`src/pflc_pkg.sv`:
```
// constants for the synthesizer function and initialization latch control block
package pflc_pkg;

	// programming word
	localparam int WORD_W = 24;
	localparam int CTRL_LSB = 0;
	localparam logic [1:0] CTRL_R_LATCH = 2'h0;
	localparam logic [1:0] CTRL_N_LATCH = 2'h1;
	localparam logic [1:0] CTRL_FUNC_LATCH = 2'h2;
	localparam logic [1:0] CTRL_INIT_LATCH = 2'h3;

	// function / initialization latch fields
	localparam int FN_COUNTER_RESET = 2;
	localparam int FN_PD1 = 3;
	localparam int FN_MUX_LSB = 4;
	localparam int FN_CP_3STATE = 8;
	localparam int FN_FA_ENABLE = 9;
	localparam int FN_FA_MODE = 10;
	localparam int FN_TIMER_LSB = 11;
	localparam int FN_CUR1_LSB = 15;
	localparam int FN_CUR2_LSB = 18;
	localparam int FN_PD2 = 21;
	localparam int FN_PRESC_LSB = 22;
	localparam logic [WORD_W-1:0] FN_RESET_VALUE = 24'h000000;

	// R counter latch fields
	localparam int R_COUNT_LSB = 2;
	localparam int R_SYNC = 21;
	localparam int R_DELAY = 22;
	localparam logic [WORD_W-1:0] R_RESET_VALUE = 24'h000000;

	// N counter latch fields
	localparam int N_A_LSB = 2;
	localparam int N_B_LSB = 8;
	localparam int N_CP_GAIN = 21;
	localparam logic [WORD_W-1:0] N_RESET_VALUE = 24'h000000;

	// field widths
	localparam int MUX_W = 3;
	localparam int TIMER_W = 4;
	localparam int CUR_W = 3;
	localparam int PRESC_W = 2;
	localparam int REF_W = 14;
	localparam int A_W = 6;
	localparam int B_W = 13;
	localparam int FA_CNT_W = 6;

	// fast acquire timeout: base plus step times code, in phase detector cycles
	localparam logic [FA_CNT_W-1:0] FA_TIMEOUT_BASE = 6'h03;
	localparam logic [FA_CNT_W-1:0] FA_TIMEOUT_STEP = 6'h04;

	// multiplexer output codes, bit 4 is the low bit of the field
	localparam logic [MUX_W-1:0] MUX_LOW = 3'h0;
	localparam logic [MUX_W-1:0] MUX_DIGITAL_LOCK = 3'h1;
	localparam logic [MUX_W-1:0] MUX_REF_DIV = 3'h2;
	localparam logic [MUX_W-1:0] MUX_N_DIV = 3'h3;
	localparam logic [MUX_W-1:0] MUX_HIGH = 3'h7;

	// pin input synchroniser lanes
	localparam int SYNC_W = 8;
	localparam int PIN_SCLK = 0;
	localparam int PIN_SDATA = 1;
	localparam int PIN_LE = 2;
	localparam int PIN_HW_EN = 3;
	localparam int PIN_PD_CLK = 4;
	localparam int PIN_LOCK = 5;
	localparam int PIN_REF_DIV = 6;
	localparam int PIN_N_DIV = 7;

	typedef enum logic [1:0]
	{
		PFLC_RUN,
		PFLC_SYNC_WAIT,
		PFLC_DOWN
	} pflc_pd_state_e;

endpackage

```
`src/pflc_sync.sv`:
```
// three-stage pin synchroniser with agreement filter and rising-edge pulse
`timescale 1ns/1ns
module pflc_sync #(
	parameter int WIDTH = 8
) (
	// clock and reset
	input wire logic i_clk,
	input wire logic i_rst_b,
	// raw pins
	input wire logic [WIDTH-1:0] i_pin,
	// filtered level and rise pulse
	output logic [WIDTH-1:0] o_level,
	output logic [WIDTH-1:0] o_rise
);
	logic [WIDTH-1:0] stage1_reg;
	logic [WIDTH-1:0] stage2_reg;
	logic [WIDTH-1:0] stage3_reg;
	logic [WIDTH-1:0] level_next;
	logic [WIDTH-1:0] agree;

	// stage1 feeds stage2 only; the filter looks at stages two and three
	assign agree = ~(stage2_reg ^ stage3_reg);
	assign level_next = (agree & stage2_reg) | (~agree & o_level);

	always_ff @(posedge i_clk)
	begin
		if (!i_rst_b)
		begin
			stage1_reg <= '0;
			stage2_reg <= '0;
			stage3_reg <= '0;
			o_level <= '0;
			o_rise <= '0;
		end
		else
		begin
			stage1_reg <= i_pin;
			stage2_reg <= stage1_reg;
			stage3_reg <= stage2_reg;
			o_level <= level_next;
			o_rise <= level_next & ~o_level;
		end
	end
endmodule

```
`src/pflc_top.sv`:
```
// serial-programmed function and initialization latch control for an integer-N synthesizer
//
// Overview of operation
// - counter reset bit set holds R, A and B counters in reset until cleared.
// - hardware enable low forces power down, overriding software power-down bits.
// - power down tristates charge pump; serial programming keeps working.
// - enable high and power_down_bit_1 at 0 gives normal operation.
// - power-down bits (0,1) power down as soon as the word is taken.
// - power-down bits (1,1) power down on the next charge-pump cycle.
// - multiplexer field picks the mux_output_pin source; code 1 gives digital lock.
// - charge-pump three-state bit at 1 puts charge pump in high impedance.
// - fast acquire enable bit allows fast acquire; 0 disables it entirely.
// - mode-select bit picks fast acquire mode 1 at 0, mode 2 at 1.
// - fast acquire entered only when N-latch gain bit is 1 and enabled.
// - mode 1 leaves fast acquire when host writes the gain bit to 0.
// - mode 2 leaves on timeout and clears the gain bit itself.
// - mode 2 timeout is 3 plus 4 times timer code phase_detector cycles.
// - two independent 3-bit charge-pump current fields, settings 1 and 2.
// - 2-bit prescaler field selects one of four dual-modulus ratios.
// - control bits (1,1) select initialization latch, same layout as function latch.
// - initialization latch write gives one counter reset pulse; N writes do not.
// - initialization pulse also gates entry into synchronous power down.
// - counter reset tristates charge pump without triggering synchronous power down.
// - R-latch resync bit resynchronizes prescaler, delayed when resync_delay_bit set.
// - control bits (0,0) select R latch with reference count and resync bits.
// - N-latch bit 21 is the charge-pump gain bit steering fast acquire.
`timescale 1ns/1ns
module pflc_top (
	// system clock and reset
	input wire logic I_SYS_CLK,
	input wire logic I_RST_B,
	// three-wire serial port
	input wire logic I_SER_CLK,
	input wire logic I_SER_DATA,
	input wire logic I_SER_LATCH_EN,
	// hardware enable and loop signals
	input wire logic I_HW_ENABLE,
	input wire logic I_PHASE_DETECTOR_CLK,
	input wire logic I_DIGITAL_LOCK,
	input wire logic I_REF_DIV_OUT,
	input wire logic I_N_DIV_OUT,
	// counter controls
	output logic O_COUNTER_RESET,
	output logic [pflc_pkg::REF_W-1:0] O_REF_COUNT,
	output logic [pflc_pkg::A_W-1:0] O_A_COUNT,
	output logic [pflc_pkg::B_W-1:0] O_B_COUNT,
	output logic [pflc_pkg::PRESC_W-1:0] O_PRESCALER_SEL,
	output logic O_RESYNC_EN,
	output logic O_RESYNC_DELAY,
	// charge pump and power
	output logic O_POWER_DOWN,
	output logic O_CP_TRISTATE,
	output logic [pflc_pkg::CUR_W-1:0] O_CP_CURRENT_1,
	output logic [pflc_pkg::CUR_W-1:0] O_CP_CURRENT_2,
	output logic O_CP_CURRENT_SEL_2,
	output logic O_FAST_ACQUIRE,
	output logic O_CP_GAIN,
	// multiplexer output
	output logic O_MUX_OUTPUT_PIN
);
	import pflc_pkg::*;

	logic [SYNC_W-1:0] pin_raw;
	logic [SYNC_W-1:0] pin_level;
	logic [SYNC_W-1:0] pin_rise;

	logic [WORD_W-1:0] shift_reg;
	logic [WORD_W-1:0] func_reg;
	logic [WORD_W-1:0] rlatch_reg;
	logic [WORD_W-1:0] nlatch_reg;
	logic cp_gain_reg;
	logic init_pulse_reg;
	pflc_pd_state_e pd_state_reg;
	pflc_pd_state_e pd_state_next;
	logic fa_active_reg;
	logic [FA_CNT_W-1:0] fa_cnt_reg;
	logic [FA_CNT_W-1:0] fa_cnt_next;

	// timeout in phase detector cycles for a timer code
	function automatic logic [FA_CNT_W-1:0] fa_timeout(input logic [TIMER_W-1:0] code);
		logic [FA_CNT_W-1:0] wide;
		wide = {{(FA_CNT_W-TIMER_W){1'b0}}, code};
		fa_timeout = FA_TIMEOUT_BASE + FA_TIMEOUT_STEP * wide;
	endfunction

	assign pin_raw[PIN_SCLK] = I_SER_CLK;
	assign pin_raw[PIN_SDATA] = I_SER_DATA;
	assign pin_raw[PIN_LE] = I_SER_LATCH_EN;
	assign pin_raw[PIN_HW_EN] = I_HW_ENABLE;
	assign pin_raw[PIN_PD_CLK] = I_PHASE_DETECTOR_CLK;
	assign pin_raw[PIN_LOCK] = I_DIGITAL_LOCK;
	assign pin_raw[PIN_REF_DIV] = I_REF_DIV_OUT;
	assign pin_raw[PIN_N_DIV] = I_N_DIV_OUT;

	pflc_sync #(
		.WIDTH(SYNC_W)
	) u_sync (
		.i_clk(I_SYS_CLK),
		.i_rst_b(I_RST_B),
		.i_pin(pin_raw),
		.o_level(pin_level),
		.o_rise(pin_rise)
	);

	// serial port decode
	wire ser_shift = pin_rise[PIN_SCLK];
	wire word_take = pin_rise[PIN_LE];
	wire [1:0] word_ctrl = shift_reg[CTRL_LSB+1:CTRL_LSB];
	wire wr_r = word_take && (word_ctrl == CTRL_R_LATCH);
	wire wr_n = word_take && (word_ctrl == CTRL_N_LATCH);
	wire wr_init = word_take && (word_ctrl == CTRL_INIT_LATCH);
	wire wr_func = word_take && ((word_ctrl == CTRL_FUNC_LATCH) || wr_init);
	wire pd_tick = pin_rise[PIN_PD_CLK];
	wire hw_enable = pin_level[PIN_HW_EN];

	// function latch fields
	wire f_counter_reset = func_reg[FN_COUNTER_RESET];
	wire f_pd1 = func_reg[FN_PD1];
	wire f_pd2 = func_reg[FN_PD2];
	wire [MUX_W-1:0] f_mux = func_reg[FN_MUX_LSB+MUX_W-1:FN_MUX_LSB];
	wire f_cp_3state = func_reg[FN_CP_3STATE];
	wire f_fa_enable = func_reg[FN_FA_ENABLE];
	wire f_fa_mode2 = func_reg[FN_FA_MODE];
	wire [TIMER_W-1:0] f_timer = func_reg[FN_TIMER_LSB+TIMER_W-1:FN_TIMER_LSB];

	// fast acquire control
	wire fa_request = cp_gain_reg && f_fa_enable;
	wire fa_count_done = fa_active_reg && f_fa_mode2 && pd_tick && (fa_cnt_reg <= 6'h01);
	wire fa_timeout_hit = fa_count_done && !wr_n;
	wire fa_active_next = fa_request && !fa_timeout_hit;

	always_comb
	begin
		fa_cnt_next = fa_cnt_reg;
		if (fa_request && !fa_active_reg)
		begin
			fa_cnt_next = fa_timeout(f_timer);
		end
		else if (fa_active_reg && f_fa_mode2 && pd_tick && (fa_cnt_reg != 6'h00))
		begin
			fa_cnt_next = fa_cnt_reg - 6'h01;
		end
	end

	// software power down; hardware enable sampled through the pin filter
	always_comb
	begin
		pd_state_next = pd_state_reg;
		if (!hw_enable)
		begin
			pd_state_next = PFLC_DOWN;
		end
		else if (!f_pd1)
		begin
			pd_state_next = PFLC_RUN;
		end
		else if (!f_pd2)
		begin
			pd_state_next = PFLC_DOWN;
		end
		else
		begin
			case (pd_state_reg)
				PFLC_RUN, PFLC_SYNC_WAIT:
				begin
					// wait for a charge-pump cycle or the init pulse
					if (pd_tick || init_pulse_reg)
					begin
						pd_state_next = PFLC_DOWN;
					end
					else
					begin
						pd_state_next = PFLC_SYNC_WAIT;
					end
				end
				PFLC_DOWN:
				begin
					pd_state_next = PFLC_DOWN;
				end
				default:
				begin
					pd_state_next = PFLC_DOWN;
				end
			endcase
		end
	end

	// multiplexer source select
	logic mux_next;
	always_comb
	begin
		case (f_mux)
			MUX_DIGITAL_LOCK: mux_next = pin_level[PIN_LOCK];
			MUX_REF_DIV: mux_next = pin_level[PIN_REF_DIV];
			MUX_N_DIV: mux_next = pin_level[PIN_N_DIV];
			MUX_HIGH: mux_next = 1'b1;
			default: mux_next = 1'b0;
		endcase
	end

	wire pd_next = (pd_state_next == PFLC_DOWN);
	// the counter reset bit never reaches the power-down state machine; the init pulse does
	wire cnt_reset_next = f_counter_reset || init_pulse_reg;
	wire tristate_next = f_cp_3state || pd_next || f_counter_reset;

	// shift register and latches; shifting continues in power down
	always_ff @(posedge I_SYS_CLK)
	begin
		if (!I_RST_B)
		begin
			shift_reg <= '0;
		end
		else if (ser_shift)
		begin
			shift_reg <= {shift_reg[WORD_W-2:0], pin_level[PIN_SDATA]};
		end
	end

	always_ff @(posedge I_SYS_CLK)
	begin
		if (!I_RST_B)
		begin
			func_reg <= FN_RESET_VALUE;
			rlatch_reg <= R_RESET_VALUE;
			nlatch_reg <= N_RESET_VALUE;
		end
		else
		begin
			if (wr_func)
			begin
				func_reg <= shift_reg;
			end
			if (wr_r)
			begin
				rlatch_reg <= shift_reg;
			end
			if (wr_n)
			begin
				nlatch_reg <= shift_reg;
			end
		end
	end

	// a host write of the gain bit wins over a same-cycle timeout clear
	always_ff @(posedge I_SYS_CLK)
	begin
		if (!I_RST_B)
		begin
			cp_gain_reg <= 1'b0;
		end
		else if (wr_n)
		begin
			cp_gain_reg <= shift_reg[N_CP_GAIN];
		end
		else if (fa_timeout_hit)
		begin
			cp_gain_reg <= 1'b0;
		end
	end

	// one pulse per initialization write only
	always_ff @(posedge I_SYS_CLK)
	begin
		if (!I_RST_B)
		begin
			init_pulse_reg <= 1'b0;
		end
		else
		begin
			init_pulse_reg <= wr_init;
		end
	end

	always_ff @(posedge I_SYS_CLK)
	begin
		if (!I_RST_B)
		begin
			pd_state_reg <= PFLC_RUN;
			fa_active_reg <= 1'b0;
			fa_cnt_reg <= '0;
		end
		else
		begin
			pd_state_reg <= pd_state_next;
			fa_active_reg <= fa_active_next;
			fa_cnt_reg <= fa_cnt_next;
		end
	end

	// registered outputs
	always_ff @(posedge I_SYS_CLK)
	begin
		if (!I_RST_B)
		begin
			O_COUNTER_RESET <= 1'b0;
			O_POWER_DOWN <= 1'b0;
			O_CP_TRISTATE <= 1'b0;
			O_FAST_ACQUIRE <= 1'b0;
			O_CP_GAIN <= 1'b0;
			O_MUX_OUTPUT_PIN <= 1'b0;
		end
		else
		begin
			O_COUNTER_RESET <= cnt_reset_next;
			O_POWER_DOWN <= pd_next;
			O_CP_TRISTATE <= tristate_next;
			O_FAST_ACQUIRE <= fa_active_next;
			O_CP_GAIN <= cp_gain_reg;
			O_MUX_OUTPUT_PIN <= mux_next;
		end
	end

	always_ff @(posedge I_SYS_CLK)
	begin
		if (!I_RST_B)
		begin
			O_REF_COUNT <= '0;
			O_A_COUNT <= '0;
			O_B_COUNT <= '0;
			O_PRESCALER_SEL <= '0;
			O_RESYNC_EN <= 1'b0;
			O_RESYNC_DELAY <= 1'b0;
			O_CP_CURRENT_1 <= '0;
			O_CP_CURRENT_2 <= '0;
			O_CP_CURRENT_SEL_2 <= 1'b0;
		end
		else
		begin
			O_REF_COUNT <= rlatch_reg[R_COUNT_LSB+REF_W-1:R_COUNT_LSB];
			O_A_COUNT <= nlatch_reg[N_A_LSB+A_W-1:N_A_LSB];
			O_B_COUNT <= nlatch_reg[N_B_LSB+B_W-1:N_B_LSB];
			O_PRESCALER_SEL <= func_reg[FN_PRESC_LSB+PRESC_W-1:FN_PRESC_LSB];
			O_RESYNC_EN <= rlatch_reg[R_SYNC];
			// delay only matters while resync is on
			O_RESYNC_DELAY <= rlatch_reg[R_SYNC] && rlatch_reg[R_DELAY];
			O_CP_CURRENT_1 <= func_reg[FN_CUR1_LSB+CUR_W-1:FN_CUR1_LSB];
			O_CP_CURRENT_2 <= func_reg[FN_CUR2_LSB+CUR_W-1:FN_CUR2_LSB];
			// setting 2 drives the pump during fast acquire
			O_CP_CURRENT_SEL_2 <= fa_active_next;
		end
	end
endmodule

```
`config.mk`:
```
export PLATFORM = sky130hd
export DESIGN_NAME = pflc_top
export DESIGN_NICKNAME = d
export VERILOG_FILES = /design/src/pflc_pkg.sv /design/src/pflc_sync.sv /design/src/pflc_top.sv
export SDC_FILE = /design/constraint.sdc
export NUM_CORES = 1
export LEC_CHECK = 0
export ABC_AREA = 1
export BUFFER_PORTS_ARGS = -buffer_cell sky130_fd_sc_hd__clkbuf_2
export CAP_MARGIN = 5
export CORE_MARGIN = 2
export CORE_UTILIZATION = 50
export DETAILED_ROUTE_END_ITERATION = 10
export PLACE_DENSITY_LB_ADDON = 0.05
export SYNTH_ARGS = -nofsm -noshare
export SYNTH_HDL_FRONTEND = slang
export SYNTH_HIERARCHICAL = 1
export SYNTH_SLANG_ARGS = --single-unit
```
`constraint.sdc`:
```
create_clock -name I_SYS_CLK -period 1.3 [get_ports I_SYS_CLK]
set_input_delay 0.195 -clock I_SYS_CLK [delete_from_list [all_inputs] [get_ports I_SYS_CLK]]
set_output_delay 0.195 -clock I_SYS_CLK [all_outputs]
set_load 0.005 [all_outputs]
```
==> flow_results.xml <==
<?xml version="1.0" encoding="UTF-8"?>
<metrics>
  <group name="routing">
    <metric name="vias_post_dr" unit="">4266</metric>
    <metric name="viasPerCell" unit="">4.65</metric>
    <metric name="drc" unit="">0</metric>
    <metric name="wl" unit="um">10800</metric>
    <metric name="route.detailed.wl_per_inst" unit="um">11.8</metric>
    <metric name="ant_nets" unit="">0</metric>
    <metric name="detail_route.iter0.violations" unit="">191</metric>
    <metric name="iteration_count_of_the_initial_detailed_routing_pass" unit="">6</metric>
  </group>
  <group name="floorplanning">
    <metric name="design.die.area" unit="um^2">12400</metric>
    <metric name="die-height" unit="um">111</metric>
    <metric name="initial_utilization" unit="%">50.7</metric>
    <metric name="core_region_area" unit="um^2">11300</metric>
    <metric name="io-pin-count" unit="">60</metric>
    <metric name="core.rowCount" unit="">39</metric>
    <metric name="die_width" unit="um">111</metric>
  </group>
  <group name="grt">
    <metric name="grt_max_degree" unit="">69</metric>
    <metric name="globalRouteTotalUtil" unit="%">18.6</metric>
    <metric name="initial_antenna_violation_count" unit="">0</metric>
    <metric name="grt_first_pass_wirelength" unit="um">18500</metric>
    <metric name="first_global_vias" unit="">4104</metric>
    <metric name="grt-ovfl-total" unit="">0</metric>
  </group>
  <group name="sta">
    <metric name="report.final.slew_viol_count" unit="">0</metric>
    <metric name="postLayoutSetupSlackWorst" unit="ns">0.0518</metric>
    <metric name="layout_min_cycle_time" unit="ns">1.25</metric>
    <metric name="max_slew.worst_pin.slew" unit="ns">0.705</metric>
    <metric name="rsz0062_at_grt" unit="">true</metric>
    <metric name="final.hold.worst_slack" unit="ns">0.106</metric>
    <metric name="max-slew-margin-rel" unit="%">52.9</metric>
    <metric name="finalSetupViolCount" unit="">0</metric>
    <metric name="hold_viol" unit="">0</metric>
    <metric name="finClkSkew" unit="ns">0.00614</metric>
    <metric name="max_clock_freq" unit="MHz">801</metric>
    <metric name="final.period_utilization" unit="%">96.0</metric>
  </group>
  <group name="setup_path">
    <metric name="r2r_cells" unit="">6</metric>
    <metric name="slack_of_the_worst_reg_to_reg_path" unit="ns">0.05</metric>
    <metric name="critPathArrivalTime" unit="ns">1.55</metric>
    <metric name="worstPathCellList" unit="">inv_2 &gt; ha_1 &gt; nand3_1 &gt; nand2_4 &gt; o21ai_0 &gt; a21oi_2</metric>
    <metric name="crit_end_element" unit="">register</metric>
    <metric name="worst-endpoint-required" unit="ns">1.61</metric>
    <metric name="max_stage_delay" unit="ns">0.34</metric>
    <metric name="regToRegEndpoint" unit="">fa_cnt_reg[0]$_SDFFE_PN0P_</metric>
    <metric name="criticalPathCategory" unit="">reg2reg</metric>
    <metric name="worst-path-max-fanout" unit="">7</metric>
    <metric name="critPathLaunchType" unit="">register</metric>
    <metric name="worst_reg2reg_startpoint" unit="">fa_cnt_reg[0]$_SDFFE_PN0P_</metric>
    <metric name="slowest_stage_cell_crit_path" unit="">dfxtp_1</metric>
  </group>
  <group name="pwr">
    <metric name="power.density" unit="nW/um^2">1560</metric>
    <metric name="seqPwrFrac" unit="%">50.0</metric>
    <metric name="intPower" unit="uW">8610</metric>
    <metric name="vdd.ir_drop.worst" unit="mV">1.04</metric>
    <metric name="p_leak" unit="uW">0.00349</metric>
    <metric name="p_total" unit="uW">10700</metric>
    <metric name="sw_frac_of_total" unit="%">19.9</metric>
    <metric name="combPwrFrac" unit="%">1.9</metric>
    <metric name="p_clk_share" unit="%">48.1</metric>
    <metric name="power.net_switching" unit="uW">2140</metric>
  </group>
  <group name="synth">
    <metric name="netlist_instances" unit="">696</metric>
    <metric name="synth_area" unit="um^2">5740</metric>
    <metric name="syn-mean-instance-area" unit="um^2">8.25</metric>
    <metric name="yosysWarningCount" unit="">6</metric>
    <metric name="net_count_after_synthesis" unit="">709</metric>
  </group>
  <group name="placement">
    <metric name="dp_slack" unit="ns">-0.00929</metric>
    <metric name="globalplace.congestion" unit="">0.874</metric>
    <metric name="port_buffers" unit="">59</metric>
    <metric name="hpwl" unit="um">7100</metric>
    <metric name="placed_cells" unit="">877</metric>
  </group>
  <group name="clock_network">
    <metric name="cts_setup_buffers" unit="">0</metric>
    <metric name="tritoncts_clock_tree" unit="">built</metric>
    <metric name="cts_inserted_buffers" unit="">17</metric>
    <metric name="ctsRootBufferMaster" unit="">clkbuf_16</metric>
    <metric name="clock_tree.buffer_depth" unit="">2</metric>
    <metric name="clock_transition_time_at_the_flip_flop_clock_pins_of_the_worst_setup_and_hold_paths" unit="ns">0.06</metric>
    <metric name="clkLatencyLatePin" unit="ns">0.42</metric>
    <metric name="clock_sink_count" unit="">173</metric>
    <metric name="htree_num_levels" unit="">4</metric>
  </group>
  <group name="cells_and_area">
    <metric name="fillCellCount" unit="">1024</metric>
    <metric name="multiInputGateArea" unit="um^2">1790</metric>
    <metric name="design.final.nets" unit="">774</metric>
    <metric name="layout.area.seq" unit="um^2">3460</metric>
    <metric name="diodes" unit="">0</metric>
    <metric name="drive_gt1_share" unit="%">15.0</metric>
    <metric name="area_growth_syn_to_layout" unit="%">19.7</metric>
    <metric name="final-instance-count-excl-fill" unit="">917</metric>
    <metric name="largest_register_ffs" unit="">24</metric>
  </group>
  <group name="worst_hold_path">
    <metric name="worstHoldStart" unit="">I_RST_B</metric>
    <metric name="worstHoldPathCells" unit="">3</metric>
    <metric name="hold_path_end" unit="">u_sync/o_level[3]$_SDFF_PN0_</metric>
    <metric name="worstHoldPathType" unit="">in2reg</metric>
  </group>
  <group name="status">
    <metric name="status" unit="">completed</metric>
  </group>
  <group name="flow_run">
    <metric name="cap_viol_max_count" unit="">0</metric>
  </group>
</metrics>
power by group through the flow:
stage | logic, uW | clock network (uW) | registers (uW)
after CTS | 212 | 5250 | 5370
after detailed placement | 193 | 0 | 5480
final | 209 | 5170 | 5370
after global placement | 190 | 0 | 5480
after floorplan | 140 | 0 | 5480
after global routing | 242 | 5480 | 5370
cell usage in the layout, fill, tap and decap left out, types with 3 or more instances in the layout:
cell and instances:
o21ai_2 6, clkinvlp_4 4, nand3b_1 3, nor3_1 5, o21ai_0 88, buf_12 3, buf_4 9, nor2_1 178
clkbuf_8 3, inv_2 4, dfxtp_1 173, dlygate4sd3_1 8, inv_1 84, clkbuf_1 3, clkbuf_2 58, a21oi_1 16
ha_1 3, nand3_1 7, clkbuf_16 17, nand2_1 83, bufinv_16 3
layer usage:
layer | track usage [%] | part of all wire, %
met5 | 0 | 0
met4 | 8.89 | 2.3
met3 | 5.25 | 4.1
met2 | 30.0 | 45
met1 | 22.9 | 48
stage by stage:
| stage | setup TNS (ns) | area [um^2] | util [%] |
|---|---|---|---|
| final | 0 | 6870 | 60.7 |
| after detailed placement | -0.0169 | 6170 | 54.5 |
| after global routing | -0.139 | 6870 | 60.7 |
| after floorplan | 0 | 5740 | - |
| after global placement | 0 | 6170 | 54.5 |
| after CTS | 0 | 6860 | 60.6 |
layout make-up:
cell class | count | share of cell area (%)
inverters | 88 | 4.81
multi-input cells | 403 | 26.0
clock buffers | 23 | 6.96
repair buffers | 78 | 7.25
clock inverters | 9 | 1.95
well taps | 143 | 2.60
flip-flops and latches | 173 | 50.4
how the worst max path moves through the flow:
stage / to / startpoint / cells after the start
after floorplan: fa_cnt_reg[5]$_SDFFE_PN0P_ / fa_cnt_reg[0]$_SDFFE_PN0P_ / 9
after global placement: rlatch_reg[4]$_SDFFE_PN0P_ / shift_reg[1]$_SDFFE_PN0P_ / 5
after detailed placement: rlatch_reg[12]$_SDFFE_PN0P_ / shift_reg[1]$_SDFFE_PN0P_ / 5
after CTS: fa_cnt_reg[5]$_SDFFE_PN0P_ / fa_cnt_reg[0]$_SDFFE_PN0P_ / 9
after global routing: fa_cnt_reg[0]$_SDFFE_PN0P_ / fa_cnt_reg[0]$_SDFFE_PN0P_ / 6
final: fa_cnt_reg[0]$_SDFFE_PN0P_ / fa_cnt_reg[0]$_SDFFE_PN0P_ / 6
worst max-delay path, delay by kind of cell, from the launching register on:
kind                     cells  cell delay, ns
AO/OA/AOI/OAI                2            0.29
flip-flops                   1            0.34
AND/OR/NAND/NOR              2            0.21
buffers and inverters        1            0.08
adder cells (fa/ha/maj)      1            0.20
timing repair:
action                                 in CTS  in global routing
hold buffers                                8                  0
endpoints found under the hold margin       8                  0
resized for setup                           1                  4
setup endpoints to repair                  15                  6
(Power assumes the default switching activity.)
